File: config.mk
export PLATFORM = sky130hd
export DESIGN_NAME = ipc_codec
export DESIGN_NICKNAME = d
export VERILOG_FILES = /design/src/logic/ipc_pkg.sv /design/src/logic/ipc_codec.sv
export SDC_FILE = /design/constraint.sdc
export NUM_CORES = 1
export LEC_CHECK = 0
export BUFFER_PORTS_ARGS = -buffer_cell sky130_fd_sc_hd__buf_4
export CAP_MARGIN = 20
export CELL_PAD_IN_SITES_DETAIL_PLACEMENT = 1
export CELL_PAD_IN_SITES_GLOBAL_PLACEMENT = 2
export CORE_MARGIN = 10
export CORE_UTILIZATION = 21
export CTS_CLUSTER_DIAMETER = 100
export DETAILED_ROUTE_END_ITERATION = 16
export GPL_TIMING_DRIVEN = 1
export PLACE_DENSITY_LB_ADDON = 0.1
export SKIP_CTS_REPAIR_TIMING = 1
export SLEW_MARGIN = 20
export SYNTH_ARGS = -nofsm -noshare
export SYNTH_HDL_FRONTEND = slang
export SYNTH_SLANG_ARGS = --single-unit
File: constraint.sdc
create_clock -name CORE_CLK -period 1.4 [get_ports CORE_CLK]
set_input_delay 0 -clock CORE_CLK [delete_from_list [all_inputs] [get_ports CORE_CLK]]
set_output_delay 0 -clock CORE_CLK [all_outputs]
set_load 0.02 [all_outputs]
File: src/logic/ipc_pkg.sv
// shared constants and types for the infrared pulse codec
package ipc_pkg;

   // ------------------------------------------------------------
   // bus geometry
   // ------------------------------------------------------------
   localparam int DATA_W = 32;
   localparam int ADDR_W = 4;

   // ------------------------------------------------------------
   // register offsets (byte addresses)
   // ------------------------------------------------------------
   localparam logic [ADDR_W-1:0] CTRL_OFS = 4'h0;
   localparam logic [ADDR_W-1:0] STAT_OFS = 4'h4;

   // ------------------------------------------------------------
   // field positions
   // ------------------------------------------------------------
   localparam int CTRL_EN_BIT    = 0;
   localparam int CTRL_TXPOL_BIT = 1;
   localparam int CTRL_RXPOL_BIT = 2;
   localparam int STAT_ACT_BIT   = 0;
   localparam int STAT_RXD_BIT   = 1;
   localparam int STAT_TXP_BIT   = 2;

   // ------------------------------------------------------------
   // reset values and bus answers
   // ------------------------------------------------------------
   localparam logic [2:0] CTRL_RST  = 3'h0;
   localparam logic [1:0] RESP_OKAY = 2'h0;
   localparam logic [1:0] RESP_SLV  = 2'h2;

   // ------------------------------------------------------------
   // pulse timing, in ticks of the sixteen-times baud clock
   // ------------------------------------------------------------
   localparam logic [3:0] BIT_LAST    = 4'hf;
   localparam logic [3:0] PULSE_FIRST = 4'h7;
   localparam logic [3:0] PULSE_LAST  = 4'h9;

   // control fields as one carrier
   typedef struct packed {
      logic rx_pol;
      logic tx_pol;
      logic enable;
   } ipc_ctrl_t;

   typedef enum logic [0:0] {
      DEC_HIGH,
      DEC_LOW
   } ipc_dec_t;

endpackage : ipc_pkg

File: src/logic/ipc_codec.sv
// infrared pulse encoder and decoder with an axi4-lite control slave
//
// Behaviour
// enabled in async mode: rx pin feeds decoder, tx pin driven by encoder
// synchronous mode keeps the codec off whatever the enable bit says
// all pulse timing counts sixteen-times baud clock ticks
// a one bit is sent as zero for all sixteen ticks
// a zero bit is sent as 7 ticks low, 3 high, 6 low
// transmit polarity bit touches only the encoder output
// transmit polarity clear idles low, set inverts so line idles high
// each falling rx edge holds decoded data low for sixteen ticks
// at expiry stay low sixteen more if an edge came, else go high
// decoded stream lags source by seven to eight ticks
// receive polarity bit touches only the decoder path
// receive polarity clear means rx idles high, set means idles low
// one-tick high glitch from a missed edge is left to majority vote
// codec only usable in sixteen-times mode, never in four-times mode
// set receive polarity inverts rx pin before edge detection
`timescale 1ns/1ps

module ipc_codec #(
   parameter int ADDR_W = ipc_pkg::ADDR_W
) (
   input  wire logic                       CORE_CLK,
   input  wire logic                       RST_N,
   input  wire logic [ADDR_W-1:0]          S_AXI_AWADDR,
   input  wire logic                       S_AXI_AWVALID,
   output      logic                       S_AXI_AWREADY,
   input  wire logic [ipc_pkg::DATA_W-1:0] S_AXI_WDATA,
   input  wire logic [3:0]                 S_AXI_WSTRB,
   input  wire logic                       S_AXI_WVALID,
   output      logic                       S_AXI_WREADY,
   output      logic [1:0]                 S_AXI_BRESP,
   output      logic                       S_AXI_BVALID,
   input  wire logic                       S_AXI_BREADY,
   input  wire logic [ADDR_W-1:0]          S_AXI_ARADDR,
   input  wire logic                       S_AXI_ARVALID,
   output      logic                       S_AXI_ARREADY,
   output      logic [ipc_pkg::DATA_W-1:0] S_AXI_RDATA,
   output      logic [1:0]                 S_AXI_RRESP,
   output      logic                       S_AXI_RVALID,
   input  wire logic                       S_AXI_RREADY,
   input  wire logic                       BAUD_TICK16,
   input  wire logic                       SYNC_MODE,
   input  wire logic                       BAUD_4X_MODE,
   input  wire logic                       TX_BIT_STRB,
   input  wire logic                       TX_SERIAL_IN,
   output      logic                       RX_DECODED_OUT,
   output      logic                       CODEC_ACTIVE,
   input  wire logic                       SERIAL_RECEIVE_PIN,
   output      logic                       SERIAL_TRANSMIT_PIN
);
   import ipc_pkg::*;

   // ------------------------------------------------------------
   // elaboration checks
   // ------------------------------------------------------------
   // offsets are package constants, so the address cannot grow past them
   if (ADDR_W < 3 || ADDR_W > ipc_pkg::ADDR_W)
   begin : g_chk
      $error("ipc_codec: ADDR_W must fit the register offsets");
   end

   ipc_ctrl_t           ctrl;
   logic                aw_held;
   logic                w_held;
   logic [ADDR_W-1:0]   aw_addr;
   logic [DATA_W-1:0]   w_data;
   logic [3:0]          w_strb;
   logic                active;
   logic                rx_s1;
   logic                rx_s2;
   logic                rx_s3;
   logic                rx_lvl;
   logic                rx_prev;
   logic                rx_norm;
   logic                fall;
   logic                pend;
   logic                pend_eff;
   ipc_dec_t            dec_state;
   logic [3:0]          dec_cnt;
   logic [3:0]          phase;
   logic                tx_bit;
   logic                enc;

   // ------------------------------------------------------------
   // axi4-lite write path
   // ------------------------------------------------------------
   // address and data are held separately so either may come first
   assign S_AXI_AWREADY = !aw_held && !S_AXI_BVALID;
   assign S_AXI_WREADY  = !w_held && !S_AXI_BVALID;

   // capture of the write address and data
   always_ff @(posedge CORE_CLK)
   begin
      if (!RST_N)
      begin
         aw_held <= 1'b0;
         w_held  <= 1'b0;
         aw_addr <= '0;
         w_data  <= '0;
         w_strb  <= 4'h0;
      end
      else if (aw_held && w_held)
      begin
         aw_held <= 1'b0;
         w_held  <= 1'b0;
      end
      else
      begin
         if (S_AXI_AWVALID && S_AXI_AWREADY)
         begin
            aw_held <= 1'b1;
            aw_addr <= S_AXI_AWADDR;
         end
         if (S_AXI_WVALID && S_AXI_WREADY)
         begin
            w_held <= 1'b1;
            w_data <= S_AXI_WDATA;
            w_strb <= S_AXI_WSTRB;
         end
      end
   end

   // write response, one cycle after both halves are held
   always_ff @(posedge CORE_CLK)
   begin
      if (!RST_N)
      begin
         S_AXI_BVALID <= 1'b0;
         S_AXI_BRESP  <= RESP_OKAY;
      end
      else if (aw_held && w_held)
      begin
         S_AXI_BVALID <= 1'b1;
         S_AXI_BRESP  <= (aw_addr[ADDR_W-1:2] == CTRL_OFS[ADDR_W-1:2])
                         ? RESP_OKAY : RESP_SLV;
      end
      else if (S_AXI_BREADY)
      begin
         S_AXI_BVALID <= 1'b0;
      end
   end

   // control register; only byte lane zero carries fields
   always_ff @(posedge CORE_CLK)
   begin
      if (!RST_N)
      begin
         ctrl <= CTRL_RST;
      end
      else if (aw_held && w_held && w_strb[0] &&
               aw_addr[ADDR_W-1:2] == CTRL_OFS[ADDR_W-1:2])
      begin
         ctrl.enable <= w_data[CTRL_EN_BIT];
         ctrl.tx_pol <= w_data[CTRL_TXPOL_BIT];
         ctrl.rx_pol <= w_data[CTRL_RXPOL_BIT];
      end
   end

   // ------------------------------------------------------------
   // axi4-lite read path
   // ------------------------------------------------------------
   assign S_AXI_ARREADY = !S_AXI_RVALID;

   // read data answers the cycle after the address is taken
   always_ff @(posedge CORE_CLK)
   begin
      if (!RST_N)
      begin
         S_AXI_RVALID <= 1'b0;
         S_AXI_RDATA  <= '0;
         S_AXI_RRESP  <= RESP_OKAY;
      end
      else if (S_AXI_ARVALID && S_AXI_ARREADY)
      begin
         S_AXI_RVALID <= 1'b1;
         S_AXI_RDATA  <= '0;
         S_AXI_RRESP  <= RESP_OKAY;
         if (S_AXI_ARADDR[ADDR_W-1:2] == CTRL_OFS[ADDR_W-1:2])
         begin
            S_AXI_RDATA[CTRL_EN_BIT]    <= ctrl.enable;
            S_AXI_RDATA[CTRL_TXPOL_BIT] <= ctrl.tx_pol;
            S_AXI_RDATA[CTRL_RXPOL_BIT] <= ctrl.rx_pol;
         end
         else if (S_AXI_ARADDR[ADDR_W-1:2] == STAT_OFS[ADDR_W-1:2])
         begin
            S_AXI_RDATA[STAT_ACT_BIT] <= active;
            S_AXI_RDATA[STAT_RXD_BIT] <= RX_DECODED_OUT;
            S_AXI_RDATA[STAT_TXP_BIT] <= SERIAL_TRANSMIT_PIN;
         end
         else
         begin
            S_AXI_RRESP <= RESP_SLV;
         end
      end
      else if (S_AXI_RREADY)
      begin
         S_AXI_RVALID <= 1'b0;
      end
   end

   // ------------------------------------------------------------
   // mode gating
   // ------------------------------------------------------------
   // the pulse shapes need sixteen ticks per bit, so four-times mode
   // and any synchronous mode leave the plain serial path in place
   assign active       = ctrl.enable && !SYNC_MODE && !BAUD_4X_MODE;
   assign CODEC_ACTIVE = active;

   // ------------------------------------------------------------
   // receive pin conditioning
   // ------------------------------------------------------------
   // three stages; the level moves only when stages two and three agree
   always_ff @(posedge CORE_CLK)
   begin
      if (!RST_N)
      begin
         rx_s1  <= 1'b1;
         rx_s2  <= 1'b1;
         rx_s3  <= 1'b1;
         rx_lvl <= 1'b1;
      end
      else
      begin
         rx_s1 <= SERIAL_RECEIVE_PIN;
         rx_s2 <= rx_s1;
         rx_s3 <= rx_s2;
         if (rx_s2 == rx_s3)
         begin
            rx_lvl <= rx_s3;
         end
      end
   end

   // an idle-low line is inverted so one detector serves both levels;
   // toggling the polarity bit mid-frame can fake one edge
   assign rx_norm = rx_lvl ^ ctrl.rx_pol;
   assign fall    = rx_prev && !rx_norm;

   // previous level for the edge detector
   always_ff @(posedge CORE_CLK)
   begin
      if (!RST_N)
      begin
         rx_prev <= 1'b1;
      end
      else
      begin
         rx_prev <= rx_norm;
      end
   end

   // ------------------------------------------------------------
   // decoder
   // ------------------------------------------------------------
   // an edge between ticks is remembered; a new edge beats the clear
   assign pend_eff = pend || fall;

   always_ff @(posedge CORE_CLK)
   begin
      if (!RST_N)
      begin
         pend <= 1'b0;
      end
      else if (fall)
      begin
         pend <= !(BAUD_TICK16 && (dec_state == DEC_HIGH ||
                   dec_cnt == BIT_LAST));
      end
      else if (BAUD_TICK16 && (dec_state == DEC_HIGH ||
               dec_cnt == BIT_LAST))
      begin
         pend <= 1'b0;
      end
   end

   // low stretcher; a missed edge gives a one-tick high blip that the
   // receiver's majority vote absorbs, so it is not filtered here
   always_ff @(posedge CORE_CLK)
   begin
      if (!RST_N)
      begin
         dec_state <= DEC_HIGH;
         dec_cnt   <= 4'h0;
      end
      else if (BAUD_TICK16)
      begin
         case (dec_state)
            DEC_HIGH:
            begin
               if (pend_eff)
               begin
                  dec_state <= DEC_LOW;
                  dec_cnt   <= 4'h0;
               end
            end
            DEC_LOW:
            begin
               if (dec_cnt != BIT_LAST)
               begin
                  dec_cnt <= dec_cnt + 4'h1;
               end
               else if (pend_eff)
               begin
                  dec_cnt <= 4'h0;
               end
               else
               begin
                  dec_state <= DEC_HIGH;
               end
            end
            default:
            begin
               dec_state <= DEC_HIGH;
            end
         endcase
      end
   end

   // decoded output; the pulse sits seven ticks into the source bit, so
   // the stream trails the source by seven to eight ticks
   always_ff @(posedge CORE_CLK)
   begin
      if (!RST_N)
      begin
         RX_DECODED_OUT <= 1'b1;
      end
      else
      begin
         RX_DECODED_OUT <= active ? (dec_state == DEC_HIGH) : rx_lvl;
      end
   end

   // ------------------------------------------------------------
   // encoder
   // ------------------------------------------------------------
   // bit phase restarts on the shifter's bit strobe and runs on ticks
   always_ff @(posedge CORE_CLK)
   begin
      if (!RST_N)
      begin
         phase  <= 4'h0;
         tx_bit <= 1'b1;
      end
      else if (TX_BIT_STRB)
      begin
         phase  <= 4'h0;
         tx_bit <= TX_SERIAL_IN;
      end
      else if (BAUD_TICK16)
      begin
         phase <= phase + 4'h1;
      end
   end

   // ones stay dark; zeros light for three ticks after seven
   assign enc = !tx_bit && phase >= PULSE_FIRST &&
                phase <= PULSE_LAST;

   // transmit pin; polarity acts on the encoded path alone
   always_ff @(posedge CORE_CLK)
   begin
      if (!RST_N)
      begin
         SERIAL_TRANSMIT_PIN <= 1'b1;
      end
      else
      begin
         SERIAL_TRANSMIT_PIN <= active ? (enc ^ ctrl.tx_pol)
                                       : TX_SERIAL_IN;
      end
   end

   // ------------------------------------------------------------
   // assertions
   // ------------------------------------------------------------
   a_sync_blocks: assert property (@(posedge CORE_CLK) disable iff (!RST_N)
      (SYNC_MODE || BAUD_4X_MODE) |-> !CODEC_ACTIVE)
      else $error("codec active outside async sixteen-times mode");

   a_one_dark: assert property (@(posedge CORE_CLK) disable iff (!RST_N)
      (active && tx_bit && !ctrl.tx_pol) |=> !SERIAL_TRANSMIT_PIN)
      else $error("one bit produced light");

   a_zero_pulse: assert property (@(posedge CORE_CLK) disable iff (!RST_N)
      (active && !tx_bit && !ctrl.tx_pol && !TX_BIT_STRB &&
       phase == 4'h6 && BAUD_TICK16) |=> ##1 SERIAL_TRANSMIT_PIN)
      else $error("zero bit pulse missing at tick seven");

   a_zero_edge: assert property (@(posedge CORE_CLK) disable iff (!RST_N)
      (active && !tx_bit && !ctrl.tx_pol && phase == 4'ha)
      |=> !SERIAL_TRANSMIT_PIN)
      else $error("zero bit pulse too long");

   a_idle_invert: assert property (@(posedge CORE_CLK) disable iff (!RST_N)
      (active && tx_bit && ctrl.tx_pol) |=> SERIAL_TRANSMIT_PIN)
      else $error("inverted idle not high");

   a_low_start: assert property (@(posedge CORE_CLK) disable iff (!RST_N)
      (dec_state == DEC_HIGH && BAUD_TICK16 && pend_eff)
      |=> dec_state == DEC_LOW && dec_cnt == 4'h0)
      else $error("edge did not start a low interval");

   a_edge_kept: assert property (@(posedge CORE_CLK) disable iff (!RST_N)
      (fall && !BAUD_TICK16) |=> pend)
      else $error("falling edge lost");

   a_low_extend: assert property (@(posedge CORE_CLK) disable iff (!RST_N)
      (dec_state == DEC_LOW && dec_cnt == BIT_LAST && BAUD_TICK16 &&
       pend_eff) |=> dec_state == DEC_LOW && dec_cnt == 4'h0)
      else $error("low interval not extended");

   a_low_end: assert property (@(posedge CORE_CLK) disable iff (!RST_N)
      (active && dec_state == DEC_LOW && dec_cnt == BIT_LAST &&
       BAUD_TICK16 && !pend_eff) |=> ##1 RX_DECODED_OUT)
      else $error("decoded data did not return high");

   a_rx_pass: assert property (@(posedge CORE_CLK) disable iff (!RST_N)
      !active |=> RX_DECODED_OUT == $past(rx_lvl))
      else $error("plain receive path broken");

   a_tx_pass: assert property (@(posedge CORE_CLK) disable iff (!RST_N)
      !active |=> SERIAL_TRANSMIT_PIN == $past(TX_SERIAL_IN))
      else $error("plain transmit path broken");

endmodule : ipc_codec

==> metrics.cfg <==
[global_routing]
grt_pass1_wl_um = 6810
grt_util_all_layers_pct = 6.78
grt_max_degree = 20
grt-ovfl-total = 0
antenna_found_initial = 0
grt_pass1_vias = 1419

[route]
wire_per_inst_um = 12.4
postRouteAntennaNets = 0
routed_wl_um = 4360
drc_errors = 0
vias = 1402
drt_iter0_markers = 17
drtPass1Iterations = 3
vias_per_cell = 3.98

[timing]
max_freq_ghz = 0.772
fin_crit_ps = 1300
setup_slack_ps = 105
skew_ps = 5.08
final.setup.tns_ps = 0
hold_violations = 0
maxSlewViolCount = 0
setup_violations = 0
post-route-period-util_pct = 92.5
rsz0062_at_grt = false

[clock_network]
clk_pin_slew_ps = 70
cts_tree = done
cts_buffers = 5
clock_latency_ps = 290
cts_root_buffer = clkbuf_8
clockBufferDepth = 2
cts_max_level = 2
cts_num_sinks = 36

[power]
ir_worst_vdd_v = 0.000274
p_per_area_mw_per_mm2 = 964
comb_power_share_pct = 16.5
clkPwrFrac_pct = 33.0
power_frac_seq_pct = 50.5
p_leak_nw = 1.01
switching_power_uw = 604
p_int_mw = 1.55
p_total_mw = 2.15
switching_share_pct = 28.1

[finish]
post-route-util_pct = 28.4
stdcell_area_mm2 = 0.00223
final_common_cell = buf_4
layout-drive-gt1-share_pct = 22.8
nets = 311
nFillCells = 956
antenna_cells = 0
final_cell_mix = buf_4 (41), dfxtp_1 (34), conb_1 (31)
synthToLayoutAreaGrowth_pct = 30.0

[setup_path]
crit_chain = inv_1 > ha_2 > o21ai_2 > o21ai_2 > a2111oi_2 > a311oi_1
crit_arrival_ps = 1470
slowest_stage = dfxtp_2
crit_path_end_kind = flop
crit_type = reg2reg
cp_top_family = compound AO/OA/AOI/OAI gates
worstPathMaxFanout = 4
cp.required_ps = 1570
cp.buffers_inverters = 1
cpMostUsedCell = o21ai_2
startpoint_type = flop
crit_path_max_incr_delay_ps = 350

[synthesis]
syn-cell-area_mm2 = 0.00172
synth_cell_types = 36
async_reset_ff_share_pct = 0
yosysSeqAreaShare_pct = 42.0
synthCells = 196
ys_seq_elements = 36
synth_ff_type = dfxtp_1
synth_edf_count = 0
avgSynthCellArea_um2 = 8.76
yosysWarnings = 0

[placement]
dp_slack_ps = -94.2
place_area_mm2 = 0.00200
gp_congestion = 0.687
portBuffers = 33
dp_hpwl_um = 3320

[floorplan]
die_y_um = 110
fp-row-count = 32
initial_core_util_pct = 21.9
io_pins = 101
die-area_mm2 = 0.0122
core_area_mm2 = 0.00785
die_w_um = 110

[min_path]
hp-class = in2reg

[status]
status = completed

[run]
max_cap_violations = 0

-- cell usage after synthesis, types with 2 or more instances --
master | n | share of area [%]
o21ai_1 | 2 | 0.58
clkbuf_1 | 2 | 0.44
nand3b_1 | 2 | 0.87
o21ai_0 | 4 | 1.2
nand3_1 | 3 | 0.87
nand4_1 | 2 | 0.73
buf_4 | 31 | 14
and2_1 | 2 | 0.73
nand2b_1 | 8 | 2.9
nand2_1 | 10 | 2.2
o22ai_1 | 2 | 0.73
a21oi_1 | 10 | 2.9
mux2i_1 | 13 | 7.6
inv_1 | 11 | 2.4
xnor2_1 | 2 | 1.0
xor2_1 | 2 | 1.0
dfxtp_1 | 36 | 42
nor3_1 | 4 | 1.2
o211ai_1 | 2 | 0.87
buf_2 | 4 | 1.2
nor2_1 | 26 | 5.7
ha_1 | 4 | 2.9
-- cell families after synthesis --
kind of cell | count (synthesis) | synth area share, %
adder cells (fa/ha/maj) | 4 | 2.92
multiplexers | 13 | 7.58
flip-flops | 36 | 42.0
XOR/XNOR | 4 | 2.04
AO/OA/AOI/OAI | 29 | 10.6
other | 1 | 0.218
buffers and inverters | 48 | 17.6
AND/OR/NAND/NOR | 61 | 17.1
-- worst reg2reg max path, cell delays in order, from the launching register on --
cell	delay (ps)
dfxtp_2	350
inv_1	50
ha_2	170
o21ai_2	140
o21ai_2	80
a2111oi_2	290
a311oi_1	90
-- routing by layer --
| metal | global-route usage (%) | part of all wire, % |
|---|---|---|
| met1 | 8.60 | 49 |
| met5 | 0 | 0 |
| met4 | 3.37 | 1.8 |
| met2 | 9.62 | 44 |
| met3 | 2.76 | 5.4 |
-- through the flow --
| step | hold WS (ps) | cells |
|---|---|---|
| 2_1_floorplan | 73.0 | 226 |
| 3_3_place_gp | 189 | 332 |
| 3_5_place_dp | 193 | 332 |
| 4_1_cts | -112 | 339 |
| 5_1_grt | 98.4 | 352 |
| 6_report | 67.0 | 352 |
-- sequential cells by signal (all words and copies together), names as in the netlist, 2 cells and up --
register and flops:
phase 4, ctrl 3, dec_cnt 4, aw_addr 2, w_data 3, S_AXI_RDATA 3
-- final timing paths --
check | start | end | slack (ps) | depth (start not counted)
max | phase[0] | SERIAL_TRANSMIT_PIN | 100 | 6
min | BAUD_TICK16 | phase[0] | 70 | 3
min reg2reg | rx_s1 | rx_s2 | 410 | 1
max reg2reg | phase[0] | SERIAL_TRANSMIT_PIN | 100 | 6
-- power by group through the flow --
stage / sequential [mW] / combinational, mW / clock, mW
2_1_floorplan: 1.12 / 0.264 / 0
3_3_place_gp: 1.11 / 0.325 / 0
3_5_place_dp: 1.11 / 0.326 / 0
4_1_cts: 1.09 / 0.328 / 0.757
5_1_grt: 1.09 / 0.395 / 0.798
6_report: 1.09 / 0.355 / 0.709
-- area by class of cell --
type / count / area [µm²] / area share, %
clock inverter: 1 / 5.00 / 0.224
inverter: 11 / 41.3 / 1.85
timing repair buffer: 54 / 438 / 19.6
sequential: 36 / 723 / 32.4
multi-input combinational: 142 / 823 / 36.9
tap: 102 / 128 / 5.72
clock buffer: 6 / 72.6 / 3.25
Power figures use the tool's default switching activity.
